File: config.mk
export PLATFORM = sky130hd
export DESIGN_NAME = wgt_guard
export DESIGN_NICKNAME = d
export VERILOG_FILES = /design/src/logic/wgt_pkg.sv /design/src/logic/wgt_guard.sv /design/src/logic/wgt_sync2.sv /design/src/logic/wgt_tick_gen.sv
export VERILOG_INCLUDE_DIRS = /design/src /design/src/logic
export SDC_FILE = /design/constraint.sdc
export NUM_CORES = 1
export LEC_CHECK = 0
export BUFFER_PORTS_ARGS = -buffer_cell sky130_fd_sc_hd__buf_4
export CORE_MARGIN = 1
export CORE_UTILIZATION = 35
export CTS_BUF_LIST = sky130_fd_sc_hd__clkbuf_16
export DETAILED_ROUTE_END_ITERATION = 16
export PLACE_DENSITY_LB_ADDON = 0.15
export SYNTH_ARGS = -nofsm -noshare
export SYNTH_HDL_FRONTEND = slang
export SYNTH_SLANG_ARGS = --single-unit
File: constraint.sdc
create_clock -name clk_i -period 3.6 [get_ports clk_i]
set_input_delay 0.18 -clock clk_i [delete_from_list [all_inputs] [get_ports clk_i]]
set_output_delay 0.18 -clock clk_i [all_outputs]
set_load 0.02 [all_outputs]
File: src/logic/wgt_regs.svh
`ifndef WGT_REGS_SVH
`define WGT_REGS_SVH

// ---------------------------------------------------------------
// Timing
// ---------------------------------------------------------------
`define WGT_CLK_HZ 100000000
`define WGT_LF_HZ 31000
`define WGT_MF_HZ 31250
`define WGT_LF_DIV (`WGT_CLK_HZ / `WGT_LF_HZ)
`define WGT_MF_DIV (`WGT_CLK_HZ / `WGT_MF_HZ)
`define WGT_DIV_W 12

// ---------------------------------------------------------------
// Register offsets
// ---------------------------------------------------------------
`define WGT_OFF_CTRL0 8'h00
`define WGT_OFF_CTRL1 8'h04
`define WGT_OFF_POWER_CONTROL_0 8'h08
`define WGT_OFF_COUNT 8'h0c
`define WGT_OFF_ISTAT 8'h10
`define WGT_OFF_ICLR 8'h14
`define WGT_OFF_IEN 8'h18

// ---------------------------------------------------------------
// Fields and reset values
// ---------------------------------------------------------------
`define WGT_C0_SEN 0
`define WGT_C0_PS_LSB 1
`define WGT_C1_CS_LSB 0
`define WGT_C1_WIN_LSB 4
`define WGT_P0_WV 0
`define WGT_IRQ_TMO 0
`define WGT_IRQ_VIOL 1
`define WGT_PS_RESET 5'h0b
`define WGT_PS_MAX 5'h12
`define WGT_PS_CFG_SOFT 5'h1f
`define WGT_WSEL_SOFT 3'h7
`define WGT_WIN_FULL 3'h7
`define WGT_CS_RESET 3'h0
`define WGT_WIN_RESET 3'h7

// Window closed fraction, in 32nds of the period
`define WGT_WIN_TH_6 5'h08
`define WGT_WIN_TH_5 5'h0c
`define WGT_WIN_TH_4 5'h10
`define WGT_WIN_TH_3 5'h14
`define WGT_WIN_TH_2 5'h18
`define WGT_WIN_TH_1 5'h1a
`define WGT_WIN_TH_0 5'h1c

`endif

File: src/logic/wgt_pkg.sv
`default_nettype none

package wgt_pkg;

  typedef enum logic [1:0] {
    WGT_MODE_OFF,
    WGT_MODE_SOFT,
    WGT_MODE_AWAKE,
    WGT_MODE_ON
  } wgt_mode_e;

  typedef enum logic [2:0] {
    WGT_SRC_LF,
    WGT_SRC_MF
  } wgt_src_e;

endpackage

`default_nettype wire

File: src/logic/wgt_guard.sv
`timescale 1ns/1ps
`default_nettype none
`include "wgt_regs.svh"

// Summary of operation
// - Time base from 31 kHz or 31.25 kHz
// - Mode 1x: clock from config clock select
// - Mode 01: soft enable, control clock select
// - Mode 11: always active, also asleep
// - Mode 10: active awake, off in sleep
// - Mode 01: active when soft enable set
// - Four modes; 00 always disabled
// - Config period all ones: control period used
// - Other config period overrides control period
// - Reset default period two seconds
// - Clear with window closed causes reset
// - Window from config unless select is 111
// - Top five counter bits decide window open
// - Violation resets, clears flag; firmware sets
// - Counter cleared on listed events and control 0/1 writes
// - Windowed clear needs prior control 0 read arming
module wgt_guard (
  input wire logic clk_i,
  input wire logic rst_i,
  input wire logic hsel_i,
  input wire logic [31:0] haddr_i,
  input wire logic [1:0] htrans_i,
  input wire logic hwrite_i,
  input wire logic [2:0] hsize_i,
  input wire logic [31:0] hwdata_i,
  input wire logic hready_i,
  output logic [31:0] hrdata_o,
  output logic hreadyout_o,
  output logic hresp_o,
  input wire logic [1:0] guard_mode_cfg_i,
  input wire logic [2:0] cfg_clock_select_i,
  input wire logic [4:0] cfg_period_select_i,
  input wire logic [2:0] cfg_window_i,
  input wire logic [2:0] cfg_window_select_i,
  input wire logic sleep_i,
  input wire logic guard_clear_instr_i,
  input wire logic osc_startup_timer_i,
  output logic guard_reset_o,
  output logic irq_o
);

  // ---------------------------------------------------------------
  // Registers
  // ---------------------------------------------------------------
  logic soft_enable_bit_q;
  logic [4:0] ctrl_period_select_q;
  logic [2:0] ctrl_clock_select_q;
  logic [2:0] ctrl_window_q;
  logic window_violation_flag_q;
  logic [1:0] irq_stat_q;
  logic [1:0] irq_en_q;
  logic armed_q;
  logic sleep_q;
  logic [22:0] cnt_q;
  logic [22:0] cnt_d;
  logic wr_q;
  logic [7:0] addr_q;
  logic [31:0] rdata_q;
  logic reset_q;

  // ---------------------------------------------------------------
  // Bus decode
  // ---------------------------------------------------------------
  wire logic addr_ph_w;
  wire logic rd_ph_w;
  wire logic [7:0] a_w;
  wire logic [31:0] rmux_w;
  wire logic wr_c0_w;
  wire logic wr_c1_w;
  wire logic wr_p0_w;
  wire logic wr_iclr_w;
  wire logic wr_ien_w;
  wire logic rd_c0_w;

  assign addr_ph_w = hsel_i && htrans_i[1] && hready_i;
  assign rd_ph_w = addr_ph_w && !hwrite_i;
  assign a_w = haddr_i[7:0];
  // Arming is taken from the read's address phase
  assign rd_c0_w = rd_ph_w && (a_w == `WGT_OFF_CTRL0) &&
                   (haddr_i[31:8] == 24'h00_0000);
  assign wr_c0_w = wr_q && (addr_q == `WGT_OFF_CTRL0);
  assign wr_c1_w = wr_q && (addr_q == `WGT_OFF_CTRL1);
  assign wr_p0_w = wr_q && (addr_q == `WGT_OFF_POWER_CONTROL_0);
  assign wr_iclr_w = wr_q && (addr_q == `WGT_OFF_ICLR);
  assign wr_ien_w = wr_q && (addr_q == `WGT_OFF_IEN);

  // Unmapped and write-only offsets read as zero
  assign rmux_w =
    (haddr_i[31:8] != 24'h00_0000) ? 32'h0000_0000 :
    (a_w == `WGT_OFF_CTRL0) ? {26'h000_0000, ctrl_period_select_q,
                               soft_enable_bit_q} :
    (a_w == `WGT_OFF_CTRL1) ? {25'h000_0000, ctrl_window_q, 1'b0,
                               ctrl_clock_select_q} :
    (a_w == `WGT_OFF_POWER_CONTROL_0) ? {31'h0000_0000, window_violation_flag_q} :
    (a_w == `WGT_OFF_COUNT) ? {9'h000, cnt_q} :
    (a_w == `WGT_OFF_ISTAT) ? {30'h0000_0000, irq_stat_q} :
    (a_w == `WGT_OFF_IEN) ? {30'h0000_0000, irq_en_q} :
    32'h0000_0000;

  // Zero wait states: read data is latched in the address phase
  assign hrdata_o = rdata_q;
  assign hreadyout_o = 1'b1;
  assign hresp_o = 1'b0;

  always_ff @(posedge clk_i or posedge rst_i) begin
    if (rst_i) begin
      wr_q <= 1'b0;
      addr_q <= 8'h00;
      rdata_q <= 32'h0000_0000;
    end else begin
      wr_q <= addr_ph_w && hwrite_i && (haddr_i[31:8] == 24'h00_0000);
      if (addr_ph_w) begin
        addr_q <= a_w;
      end
      if (rd_ph_w) begin
        rdata_q <= rmux_w;
      end
    end
  end

  // ---------------------------------------------------------------
  // Mode and source selection
  // ---------------------------------------------------------------
  wire logic active_w;
  wire logic [2:0] src_w;
  wire logic tick_w;
  wire logic ost_w;

  assign active_w =
    (guard_mode_cfg_i == wgt_pkg::WGT_MODE_ON) ||
    ((guard_mode_cfg_i == wgt_pkg::WGT_MODE_AWAKE) && !sleep_i) ||
    ((guard_mode_cfg_i == wgt_pkg::WGT_MODE_SOFT) &&
     soft_enable_bit_q);

  assign src_w = guard_mode_cfg_i[1] ? cfg_clock_select_i :
                 ctrl_clock_select_q;

  // Oscillator gated off while the timer is disabled to save power
  wgt_tick_gen u_tick (
    .clk_i(clk_i),
    .rst_i(rst_i),
    .run_i(active_w),
    .src_i(src_w),
    .tick_o(tick_w)
  );

  // Start-up timer runs in the oscillator block, another domain
  wgt_sync2 u_ost_sync (
    .clk_i(clk_i),
    .rst_i(rst_i),
    .d_i(osc_startup_timer_i),
    .q_o(ost_w)
  );

  // ---------------------------------------------------------------
  // Period and window
  // ---------------------------------------------------------------
  wire logic [4:0] ps_raw_w;
  wire logic [4:0] ps_w;
  wire logic [23:0] per_w;
  wire logic [22:0] last_w;
  wire logic [4:0] frac_w;
  wire logic [2:0] win_w;
  wire logic [4:0] win_th_w;
  wire logic windowed_w;
  wire logic win_open_w;

  // Config period wins unless left at its all-ones default
  assign ps_raw_w = (cfg_period_select_i == `WGT_PS_CFG_SOFT) ?
                    ctrl_period_select_q :
                    cfg_period_select_i;
  // Codes above the longest period saturate to it
  assign ps_w = (ps_raw_w > `WGT_PS_MAX) ? `WGT_PS_MAX : ps_raw_w;
  // Period is 32 oscillator ticks (about 1 ms) times 2^ps
  assign per_w = (24'h00_0020 << ps_w) - 24'h00_0001;
  assign last_w = per_w[22:0];
  assign frac_w = 5'(cnt_q >> ps_w);

  assign win_w = (cfg_window_select_i == `WGT_WSEL_SOFT) ?
                 ctrl_window_q : cfg_window_i;
  assign win_th_w = (win_w == 3'h6) ? `WGT_WIN_TH_6 :
                    (win_w == 3'h5) ? `WGT_WIN_TH_5 :
                    (win_w == 3'h4) ? `WGT_WIN_TH_4 :
                    (win_w == 3'h3) ? `WGT_WIN_TH_3 :
                    (win_w == 3'h2) ? `WGT_WIN_TH_2 :
                    (win_w == 3'h1) ? `WGT_WIN_TH_1 :
                    (win_w == 3'h0) ? `WGT_WIN_TH_0 : 5'h00;
  assign windowed_w = (win_w != `WGT_WIN_FULL);
  assign win_open_w = (frac_w >= win_th_w);

  // ---------------------------------------------------------------
  // Clear, violation and time-out
  // ---------------------------------------------------------------
  wire logic clr_ok_w;
  wire logic viol_w;
  wire logic timeout_w;
  wire logic sleep_edge_w;
  wire logic wake_edge_w;
  wire logic cnt_clr_w;

  // Unarmed clear is a violation even inside an open window
  assign clr_ok_w = active_w && guard_clear_instr_i &&
                    (!windowed_w || (armed_q && win_open_w));
  assign viol_w = active_w && guard_clear_instr_i && windowed_w &&
                  !(armed_q && win_open_w);
  // At or past the end, so a shortened period expires at the next tick
  assign timeout_w = active_w && tick_w && (cnt_q >= last_w);
  // Any exit from sleep clears, whatever woke the core
  assign sleep_edge_w = sleep_i && !sleep_q;
  assign wake_edge_w = !sleep_i && sleep_q;
  assign cnt_clr_w = clr_ok_w || viol_w || timeout_w || sleep_edge_w ||
                     wake_edge_w || !active_w || ost_w ||
                     wr_c0_w || wr_c1_w;
  // Clears take priority over a tick in the same cycle
  assign cnt_d = cnt_clr_w ? 23'h00_0000 :
                 tick_w ? cnt_q + 23'h00_0001 : cnt_q;

  always_ff @(posedge clk_i or posedge rst_i) begin
    if (rst_i) begin
      cnt_q <= 23'h00_0000;
      sleep_q <= 1'b0;
      reset_q <= 1'b0;
    end else begin
      cnt_q <= cnt_d;
      sleep_q <= sleep_i;
      reset_q <= timeout_w || viol_w;
    end
  end

  assign guard_reset_o = reset_q;

  // ---------------------------------------------------------------
  // Control registers
  // ---------------------------------------------------------------
  always_ff @(posedge clk_i or posedge rst_i) begin
    if (rst_i) begin
      soft_enable_bit_q <= 1'b0;
      ctrl_period_select_q <= `WGT_PS_RESET;
      ctrl_clock_select_q <= `WGT_CS_RESET;
      ctrl_window_q <= `WGT_WIN_RESET;
    end else begin
      if (wr_c0_w) begin
        soft_enable_bit_q <= hwdata_i[`WGT_C0_SEN];
        ctrl_period_select_q <= hwdata_i[`WGT_C0_PS_LSB +: 5];
      end
      if (wr_c1_w) begin
        ctrl_clock_select_q <= hwdata_i[`WGT_C1_CS_LSB +: 3];
        ctrl_window_q <= hwdata_i[`WGT_C1_WIN_LSB +: 3];
      end
    end
  end

  // Arming lasts until the next clear instruction
  always_ff @(posedge clk_i or posedge rst_i) begin
    if (rst_i) begin
      armed_q <= 1'b0;
    end else if (guard_clear_instr_i) begin
      armed_q <= 1'b0;
    end else if (rd_c0_w) begin
      armed_q <= 1'b1;
    end
  end

  // Hardware clear beats a firmware set in the same cycle
  always_ff @(posedge clk_i or posedge rst_i) begin
    if (rst_i) begin
      window_violation_flag_q <= 1'b1;
    end else if (viol_w) begin
      window_violation_flag_q <= 1'b0;
    end else if (wr_p0_w && hwdata_i[`WGT_P0_WV]) begin
      window_violation_flag_q <= 1'b1;
    end
  end

  // ---------------------------------------------------------------
  // Interrupt status
  // ---------------------------------------------------------------
  wire logic [1:0] ev_w;
  wire logic [1:0] clr_w;

  assign ev_w = {viol_w, timeout_w};
  assign clr_w = wr_iclr_w ? hwdata_i[1:0] : 2'b00;

  // New events win over a clear in the same cycle
  always_ff @(posedge clk_i or posedge rst_i) begin
    if (rst_i) begin
      irq_stat_q <= 2'b00;
      irq_en_q <= 2'b00;
    end else begin
      irq_stat_q <= (irq_stat_q & ~clr_w) | ev_w;
      if (wr_ien_w) begin
        irq_en_q <= hwdata_i[1:0];
      end
    end
  end

  assign irq_o = |(irq_stat_q & irq_en_q);

endmodule

`default_nettype wire

File: src/logic/wgt_sync2.sv
`timescale 1ns/1ps
`default_nettype none

module wgt_sync2 (
  input wire logic clk_i,
  input wire logic rst_i,
  input wire logic d_i,
  output logic q_o
);

  logic meta_q;

  always_ff @(posedge clk_i or posedge rst_i) begin
    if (rst_i) begin
      meta_q <= 1'b0;
      q_o <= 1'b0;
    end else begin
      meta_q <= d_i;
      q_o <= meta_q;
    end
  end

endmodule

`default_nettype wire

File: src/logic/wgt_tick_gen.sv
`timescale 1ns/1ps
`default_nettype none
`include "wgt_regs.svh"

module wgt_tick_gen (
  input wire logic clk_i,
  input wire logic rst_i,
  input wire logic run_i,
  input wire logic [2:0] src_i,
  output logic tick_o
);

  // ---------------------------------------------------------------
  // Oscillator emulated as enable pulse from the system clock
  // ---------------------------------------------------------------
  logic [`WGT_DIV_W-1:0] div_q;
  logic [`WGT_DIV_W-1:0] div_d;
  wire logic [`WGT_DIV_W-1:0] last_w;
  wire logic wrap_w;

  // Unknown selects fall back to the low-frequency source
  assign last_w = (src_i == 3'(wgt_pkg::WGT_SRC_MF)) ?
                  `WGT_DIV_W'(`WGT_MF_DIV - 1) :
                  `WGT_DIV_W'(`WGT_LF_DIV - 1);
  assign wrap_w = (div_q >= last_w);
  assign div_d = (!run_i || wrap_w) ? '0 : div_q + `WGT_DIV_W'(1);

  always_ff @(posedge clk_i or posedge rst_i) begin
    if (rst_i) begin
      div_q <= '0;
      tick_o <= 1'b0;
    end else begin
      div_q <= div_d;
      tick_o <= run_i && wrap_w;
    end
  end

endmodule

`default_nettype wire
After elaboration in Yosys (flattened, before gate mapping). Index checks and enable logic that the tools add are counted.

Order comparisons: 4. Add/subtract/negate cells: 3. Bitwise operators: 4. Shift-type cells: 2. Reductions and logical operators: 53. Equal/unequal tests: 22. Mux-type cells: 27.

Operators by type and width (number): 2-to-1 mux 23 bit (7); 2-to-1 mux 5 bit (9); equality test 8 x 5 -> 1 bit, second input constant (4); logical AND 1 bit (25); equality test 8 x 4 -> 1 bit, second input constant (3); logical NOT 24 bit (1); nonzero test 24 bit (1); adder 23 x 1 -> 23 bit, second input constant (1); >= comparator 23 bit (1); << shifter 6 x 5 -> 23 bit, first input constant (1); right shift 23 x 5 -> 5 bit (1); subtractor 23 x 1 -> 23 bit, second input constant (1); equality test 8 x 3 -> 1 bit, second input constant (2); logical NOT 8 bit (2); logical OR 1 bit (13); adder 12 x 1 -> 12 bit, second input constant (1); equality test 3 bit, second input constant (4); >= comparator 12 bit (1); 2-to-1 mux 12 bit (1); 2-to-1 mux 8 bit (1); equality test 3 x 1 -> 1 bit, second input constant (2); equality test 3 x 2 -> 1 bit, second input constant (2); logical NOT 1 bit (6); 2-to-1 mux 2 bit (3); 14 further kinds (22).

Input port bits: 93. Word-level logic and storage cells: 133. Register bits after elaboration: 99.

Logic depth before layout (Yosys ltp). Gate-level depths: netlist of the first run.

Depth after elaboration: 23. Gate-level depth with buffers: 22. Gate-level depth less buffers: 19.

Cells and area by module. Synthesis of the first run repeated with hierarchy kept, for this count alone.

Cells, all modules: 674. Area, all modules: 6123.4 um2.

Modules (own cells, without submodules): wgt_guard (instances 1, cells an instance 592, seq. area each 1885.6 um2, area an instance 5310.1 um2); wgt_tick_gen (instances 1, cells an instance 79, seq. area each 325.3 um2, area an instance 759.5 um2); wgt_sync2 (instances 1, cells an instance 3, seq. area each 50.0 um2, area an instance 53.8 um2).

Worst setup path before layout of the first run. No wires, ideal clock.

Path kind: register to register. From: register ctrl_period_select_q[4]. To: register cnt_q[0]. Data arrival time: 3831 ps. Stages on the path, launching flop included: 21. Required time: 3528 ps. Setup time: 72 ps. Setup slack: -303 ps. Clock period less this slack: 3903 ps. Buffers on the path: 3. Path through: dfrtp_1 -> o31a_2 -> clkinv_4 -> clkbuf_1 -> nand2_1 -> nor2_1 -> nand3_1 -> ha_1 -> clkbuf_1 -> nor2_1 -> nand2_1 -> o22a_1 -> nor2_1 -> a21oi_1 -> ha_1 -> and4_1 -> a221o_1 -> a21oi_1 -> o21ai_1 -> clkbuf_1 -> nor2_1.

Longest elaborated chain between the ends: 17. Elaborated cells on any way between the ends: 24. Those cells by class: add/sub (1); order compare (3); shift (2); mux (3); reduce/logical (15).

RTL lines: from (decl) (RTL line wgt_guard.sv:51) `logic [4:0] ctrl_period_select_q;`; from (signal assigned) (RTL line wgt_guard.sv:243) `` ctrl_period_select_q <= `WGT_PS_RESET; ``; from (signal assigned) (RTL line wgt_guard.sv:249) `` ctrl_period_select_q <= hwdata_i[`WGT_C0_PS_LSB +: 5]; ``; 2-to-1 mux 5 bit (*) (RTL line wgt_guard.sv:174) `` assign ps_raw_w = (cfg_period_select_i == `WGT_PS_CFG_SOFT) ? ``; > comparator 5 bit (no source line); 2-to-1 mux 5 bit (*) (RTL line wgt_guard.sv:178) `` assign ps_w = (ps_raw_w > `WGT_PS_MAX) ? `WGT_PS_MAX : ps_raw_w; ``; parallel branches: the longest is 6 deep, another holds subtractor 23 x 1 -> 23 bit; logical OR 1 bit (*) (3 in a row) (RTL line wgt_guard.sv:216) `assign cnt_clr_w = clr_ok_w || viol_w || timeout_w || sleep_edge_w ||`; logical OR 1 bit (*) (3 in a row) (RTL line wgt_guard.sv:217) `wake_edge_w || !active_w || ost_w ||`; logical OR 1 bit (*) (RTL line wgt_guard.sv:218) `wr_c0_w || wr_c1_w;`; 2-to-1 mux 23 bit / nonzero test 2 bit (equally long branches); to (signal assigned) (RTL line wgt_guard.sv:229) `cnt_q <= cnt_d;`; to (decl) (RTL line wgt_guard.sv:59) `logic [22:0] cnt_q;`.

Every way passes the cells marked *. A chain may end at the register's enable or synchronous reset.

Worst setup path in the final report of the first run.
From: register ctrl_period_select_q[1]. To: register cnt_q[0].

Same word-level chain as after synthesis.

==> out/metrics.cfg, run 1 <==
[synthesis]
yosys_register_bits=90
synthDistinctLibCells=74
synth_warnings=0
synthFlopType=dfrtp_1
yosys.area.top_type=dfrtp_1
synth_area_sq_mm=0.00604
yosys-top-cells-area=dfrtp_1 34%, ha_1 6.4%, mux2_2 5.2%
ys_seq_area_frac=0.375
synth-async-reset-ratio=1.00
syn_inst=638
synth_edf_count=0
synth_top_area_share=0.344
avgSynthCellArea_sq_um=9.46

[worst_setup_path]
startpoint_type=flip-flop
critPathKind=reg2reg
slowest_stage=dfstp_2
end_kind=flip-flop
critPathRequiredTime_ps=3880
worst_path_largest_cell_delay_ps=380
crit_arrival_ps=4000
cp_max_fo=6
crit_family=compound AO/OA/AOI/OAI gates
critPathBufInv=3
crit_path_cell_trace=nand4b_1 -> o21a_1 -> a21oi_1 -> nand4_1 -> buf_4 -> ha_4 -> nor2_4 -> nand2_2 -> o22a_1 -> nor2_1 -> a21oi_1 -> ha_1 -> and4_1 -> a221o_1 -> a21oi_2 -> buf_4 -> o21ai_4 -> clkbuf_16 -> nor2_2

[cells_and_area]
antenna_cells=0
final_util=0.483
fin_area_sq_mm=0.00807
fillers=1626
layout_commonest_cell=buf_4
area_growth_pct=33.6
drive_gt1_frac=0.341
nNetsFinal=925
final_cell_mix=176 x buf_4, 83 x dfrtp_1, 43 x nand2_1, 35 x nor2_1

[pwr]
p_total_w=0.00242
total_switching_power_w=0.000685
seqPwrFrac=0.442
p_leak_nw=3.68
peakVddDrop_v=0.000208
comb_power_share=0.191
intPower_w=0.00174
switching_share=0.283
p_clk_frac=0.367
pwr_density_cell_mw_per_mm2=301

[floorplan]
rows=47
die_y_um=133
fp.dieArea_sq_mm=0.0178
die_x_um=133
io_pins=129
initial_core_util=0.361
core_sq_mm=0.0167

[placed_design]
gp_congestion=0.959
dp_hpwl_um=13900
io_buffers=88
placed_area_sq_mm=0.00740

[clock_network]
root_buffer=clkbuf_16
htreeDepth=3
clock-sinks=90
cts_buffers=9
clockBufferDepth=2
tritoncts=done
insertion_delay_ps=350
clk_pin_slew_worst_paths_ps=70

[timing]
finalSetupViolations=26
post-route-period-util=1.04
finalMaxSlewViolations=0
max_slew_margin=0.383
min_period_ps=3730
fmax_mhz=268
rsz0062_at_grt=yes
whs_ps=-11.1
max_slew.worst_pin.slew_ps=925
fin_skew_ps=13.3
setup_ws_ps=-127
hold_viol=3
setup_tns_ps=-2810

[run_status]
status=finished with violations
violations=negative hold slack, negative setup slack

[global_route]
grt_max_degree=51
groute.usage.overall=0.215
grt_pass1_wl_um=29700
grt-ovfl-total=0
first_global_vias=5587
antenna_found_initial=0

[routing]
wl_per_cell_um=18.0
drc=0
drt-total-wl_um=18500
vias_per_cell=5.47
num_vias=5613
first_pass_iters=7
postRouteAntennaNets=0
drtIter0Drc=339

[job]
cap_violations=0

[hold_path]
hp-class=in2async

worst reg2reg max path, cell delays in order (launching register included):
cell and delay (ps):
dfstp_2 380, nand4b_1 240, o21a_1 230, a21oi_1 210, nand4_1 120, buf_4 180
ha_4 180, nor2_4 130, nand2_2 70, o22a_1 170, nor2_1 90, a21oi_1 60
ha_1 290, and4_1 190, a221o_1 380, a21oi_2 180, buf_4 150, o21ai_4 110
clkbuf_16 210, nor2_2 80
synthesized netlist by cell type (all sizes together) (3+ instances only):
| master | number |
|---|---|
| dfrtp | 83 |
| nor2 | 51 |
| nand2 | 46 |
| ha | 31 |
| nand3 | 31 |
| a21oi | 29 |
| mux2 | 28 |
| o21ai | 27 |
| mux2i | 25 |
| a211oi | 23 |
| inv | 22 |
| buf | 20 |
| clkbuf | 19 |
| xor2 | 19 |
| a22o | 17 |
| xnor2 | 16 |
| nand4 | 13 |
| nor4 | 12 |
| and3 | 11 |
| o211ai | 8 |
| o21a | 8 |
| dfstp | 7 |
| a21o | 6 |
| a22oi | 5 |
| and4 | 5 |
| nor3 | 5 |
| a2111oi | 4 |
| a31oi | 4 |
| nand2b | 4 |
| nor2b | 4 |
| nor3b | 4 |
| or3 | 4 |
| and2 | 3 |
| o31a | 3 |
cells by family (layout without fill, tap and decap cells):
family / count (synthesis) / after routing / synth area share
AO/OA/AOI/OAI: 160 / 160 / 0.193
flip-flops: 90 / 90 / 0.375
multiplexers: 54 / 54 / 0.0974
adder cells (fa/ha/maj): 31 / 31 / 0.0642
buffers and inverters: 62 / 221 / 0.0483
other: 2 / 11 / 0.00124
XOR/XNOR: 35 / 35 / 0.0508
AND/OR/NAND/NOR: 204 / 204 / 0.170
area by class of cell:
| cell class | instances | area (sq um) | area share |
|---|---|---|---|
| inverters | 23 | 92.6 | 0.0115 |
| clock buffers | 9 | 225 | 0.0279 |
| repair buffers | 182 | 1430 | 0.177 |
| flip-flops and latches | 90 | 2260 | 0.280 |
| well taps | 220 | 275 | 0.0341 |
| multi-input cells | 495 | 3730 | 0.463 |
| clock inverters | 7 | 51.3 | 0.00636 |
metal layers:
metal	track usage	share of wire	vias up
met5	0	0	-
met1	0.284	0.46	2723
met4	0.0644	0.017	0
met2	0.358	0.48	174
met3	0.0365	0.045	24
li1	-	-	2692
state kept, by name, indices dropped and copies added (netlist names), 2 cells and up:
register,count
u_tick.div_q,12
irq_en_q,2
cnt_q,23
ctrl_clock_select_q,3
irq_stat_q,2
addr_q,8
hrdata_o,23
ctrl_window_q,3
ctrl_period_select_q,5
per-stage QoR:
stage          setup WS (ps)  std cells
2_1_floorplan          0.131        647
3_3_place_gp            -274        992
3_5_place_dp            -327        992
4_1_cts                 -142       1024
5_1_grt                 -386       1026
6_report                -127       1026
power by group through the flow:
| stage | registers [W] | logic, W | clock network (W) |
|---|---|---|---|
| after floorplan | 0.00108 | 0.000241 | 0 |
| after global placement | 0.00109 | 0.000414 | 0 |
| after detailed placement | 0.00109 | 0.000420 | 0 |
| after CTS | 0.00107 | 0.000456 | 0.000920 |
| after global routing | 0.00107 | 0.000503 | 0.000965 |
| final | 0.00107 | 0.000463 | 0.000890 |
path summary, 6_finish.rpt:
kind | from | end | cells after the start | slack (ps)
max in group asynchronous | rst_i | ctrl_window_q[2] | 3 | 2690
hold / removal | rst_i | hrdata_o[13] | 2 | -10
setup reg to reg | ctrl_period_select_q[1] | cnt_q[0] | 19 | -130
hold reg to reg | u_ost_sync.meta_q | u_ost_sync.q_o | 0 | 350
setup / recovery | ctrl_period_select_q[1] | cnt_q[0] | 19 | -130
min in group clk_i | guard_clear_instr_i | armed_q | 2 | 10
repair_timing:
item / CTS / global route
hold buffers: 2 / 0
pin swaps: 14 / 12
endpoints found under the setup margin: 27 / 27
endpoints found under the hold margin: 2 / 0
resized for setup: 38 / 14
setup buffers: 12 / 2
cloned: 2 / 0
(Power assumes the default switching activity.)
==> inputs of run 2 (changes only) <==
Settings changed: CORE_UTILIZATION 35 to 29, REMOVE_ABC_BUFFERS set to 1.
==> run 2 against run 1 <==
  * Sequential share of layout area fell by 1.2 points
  * Clock-buffer cell count did not move
  * Design area is 4.3% higher
  * The run ends with negative setup slack left
  * Critical path type unchanged
  * Utilization down 6.8 points
  * Combinational power increased by 7.1%
  * Power grew 4.8%
  * Clock skew decreased by 0.78 ps
  * Via count rose by 0.53%
==> out/metrics.cfg, run 2 (same netlist as run 1, synthesis figures left out) <==
[cells_and_area]
nNetsFinal=930  ; was 925
multi_input_area_sq_mm=0.00392  ; was 0.00373 sq mm
fillers=2043  ; was 1626
area_growth_pct=39.4  ; was 33.6%
layout_commonest_cell=buf_4  ; unchanged
final_cell_mix=167 x buf_4, 83 x dfrtp_1, 41 x nand2_1, 31 x nand3_1, 29 x ha_1  ; was 176 x buf_4, 83 x dfrtp_1, 43 x nand2_1, 35 x nor2_1
fin_area_sq_mm=0.00841  ; was 0.00807 sq mm
layout.area.seq_sq_mm=0.00226  ; unchanged
antenna_cells=0  ; unchanged
drive_gt1_frac=0.374  ; was 0.341

[floorplan]
die_x_um=146  ; was 133 um
initial_core_util=0.297  ; was 0.361
rows=52  ; was 47
core_sq_mm=0.0203  ; was 0.0167 sq mm
fp.dieArea_sq_mm=0.0214  ; was 0.0178 sq mm
die_y_um=146  ; was 133 um
io_pins=129  ; unchanged

[routing]
wl_per_cell_um=18.3  ; was 18.0 um
num_vias=5643  ; was 5613
postRouteAntennaNets=0  ; unchanged
first_pass_iters=4  ; was 7
drtIter0Drc=274  ; was 339
drc=0  ; unchanged
drt-total-wl_um=19800  ; was 18500 um
vias_per_cell=5.22  ; was 5.47

[global_route]
grt-ovfl-total=0  ; unchanged
grt_max_degree=37  ; was 51
first_global_vias=5843  ; was 5587
groute.usage.overall=0.190  ; was 0.215
grt_pass1_wl_um=31800  ; was 29700 um
antenna_found_initial=0  ; unchanged

[pwr]
p_leak_nw=3.77  ; was 3.68 nW
switching_share=0.302  ; was 0.283
intPower_w=0.00177  ; was 0.00174 W
peakVddDrop_v=0.000218  ; was 0.000208 V
seqPwrFrac=0.420  ; was 0.442
p_clk_frac=0.385  ; was 0.367
total_switching_power_w=0.000768  ; was 0.000685 W
comb_power_share=0.195  ; was 0.191
pwr_density_cell_mw_per_mm2=302  ; was 301 mW/mm^2

[timing]
finalSetupViolations=25  ; was 26
max_slew_margin=0.469  ; was 0.383
max_slew.worst_pin.slew_ps=796  ; was 925 ps
setup_ws_ps=-167  ; was -127 ps
whs_ps=53.6  ; was -11.1 ps
fin_skew_ps=12.5  ; was 13.3 ps
fmax_mhz=265  ; was 268 MHz
rsz0062_at_grt=yes  ; unchanged
hold_viol=0  ; was 3
min_period_ps=3770  ; was 3730 ps
post-route-period-util=1.05  ; was 1.04
finalMaxSlewViolations=0  ; unchanged

[placed_design]
io_buffers=88  ; unchanged
dp_hpwl_um=14700  ; was 13900 um
placed_area_sq_mm=0.00751  ; was 0.00740 sq mm
gp_congestion=0.894  ; was 0.959

[hold_path]
whs_endpoint=ctrl_window_q[2]
hold_depth=2
hp-start=hwdata_i[6]
hp-class=in2reg  ; was in2async

[worst_setup_path]
slowest_stage=mux4_2  ; was dfstp_2
crit_family=simple AND/OR/NAND/NOR gates  ; was compound AO/OA/AOI/OAI gates
crit_path_cell_trace=nand4b_1 -> buf_4 -> o21a_4 -> a21oi_4 -> mux2i_1 -> mux4_2 -> o2bb2ai_2 -> a31oi_1 -> ha_1 -> nor2b_4 -> o21a_1 -> o21ai_1 -> or4b_4 -> nor2_2 -> o221ai_2 -> and4_1  ; was nand4b_1 -> o21a_1 -> a21oi_1 -> nand4_1 -> buf_4 -> ha_4 -> nor2_4 -> nand2_2 -> o22a_1 -> nor2_1 -> a21oi_1 -> ha_1 -> and4_1 -> a221o_1 -> a21oi_2 -> buf_4 -> o21ai_4 -> clkbuf_16 -> nor2_2
cp_max_fo=3  ; was 6
critPathRequiredTime_ps=3890  ; was 3880 ps
r2r_start=ctrl_period_select_q[1]  ; unchanged
critical_path_depth=16  ; was 19
r2r-end=window_violation_flag_q  ; was cnt_q[0]
crit_arrival_ps=4060  ; was 4000 ps
critPathBufInv=1  ; was 3
critPathKind=reg2reg  ; unchanged
r2r_slack_ps=-170  ; was -130 ps
worst_path_largest_cell_delay_ps=490  ; was 380 ps
end_kind=flip-flop  ; unchanged
r2r_cells=16  ; was 19
startpoint_type=flip-flop  ; unchanged

[run_status]
status=finished with violations  ; unchanged
violations=negative setup slack  ; was negative hold slack, negative setup slack

[clock_network]
clockBufferDepth=2  ; unchanged
tritoncts=done  ; unchanged
clock-sinks=90  ; unchanged
root_buffer=clkbuf_16  ; unchanged
clk_pin_slew_worst_paths_ps=70  ; about the same
insertion_delay_ps=360  ; was 350 ps
cts_buffers=9  ; unchanged
htreeDepth=3  ; unchanged

[job]
cap_violations=0  ; unchanged

-- run 2: what timing repair did --
item                                    CTS  global route
hold buffers                              4             0
cloned                                    2             0
setup buffers                             5             7
pin swaps                                44            27
endpoints found under the setup margin   27            27
hold endpoints to repair                 37             0
resized for setup                        58            58
-- run 2: power groups by stage --
stage          combinational (W)  clock, W  sequential, W
6_report                0.000496  0.000977        0.00107
5_1_grt                 0.000540   0.00106        0.00107
4_1_cts                 0.000475   0.00102        0.00107
3_5_place_dp            0.000432         0        0.00109
3_3_place_gp            0.000427         0        0.00109
2_1_floorplan           0.000219         0        0.00108
-- run 2: per-layer routing --
layer  share of wire  global-route usage
met1            0.46               0.255
met4           0.023              0.0677
met3           0.048              0.0322
met2            0.47               0.307
met5               0                   0
-- run 2: area by class of cell --
cell class | instances | area share
well taps | 270 | 0.0402
repair buffers | 187 | 0.178
multi-input cells | 495 | 0.466
inverters | 23 | 0.0110
clock buffers | 9 | 0.0268
clock inverters | 7 | 0.00967
flip-flops and latches | 90 | 0.269
-- run 2: worst max-delay path by stage --
stage	from	endpoint	slack, ps
after floorplan	ctrl_period_select_q[2]	cnt_q[0]	-1250
after global placement	ctrl_period_select_q[3]	window_violation_flag_q	-350
after detailed placement	ctrl_period_select_q[2]	window_violation_flag_q	-450
after CTS	ctrl_period_select_q[1]	window_violation_flag_q	-150
after global routing	ctrl_period_select_q[2]	window_violation_flag_q	-340
final	ctrl_period_select_q[1]	window_violation_flag_q	-170
-- run 2: stage by stage --
stage | instances | total power [W] | utilization | setup slack, ps | TNS, ps
CTS | 1077 | 0.00256 | 0.402 | -153 | -1760
finish | 1081 | 0.00254 | 0.414 | -167 | -2480
detailed placement | 1051 | 0.00152 | 0.370 | -450 | -9580
global route | 1081 | 0.00268 | 0.414 | -342 | -7470
floorplan | 608 | 0.00130 | - | -1250 | -31870
global placement | 1051 | 0.00151 | 0.370 | -352 | -8420
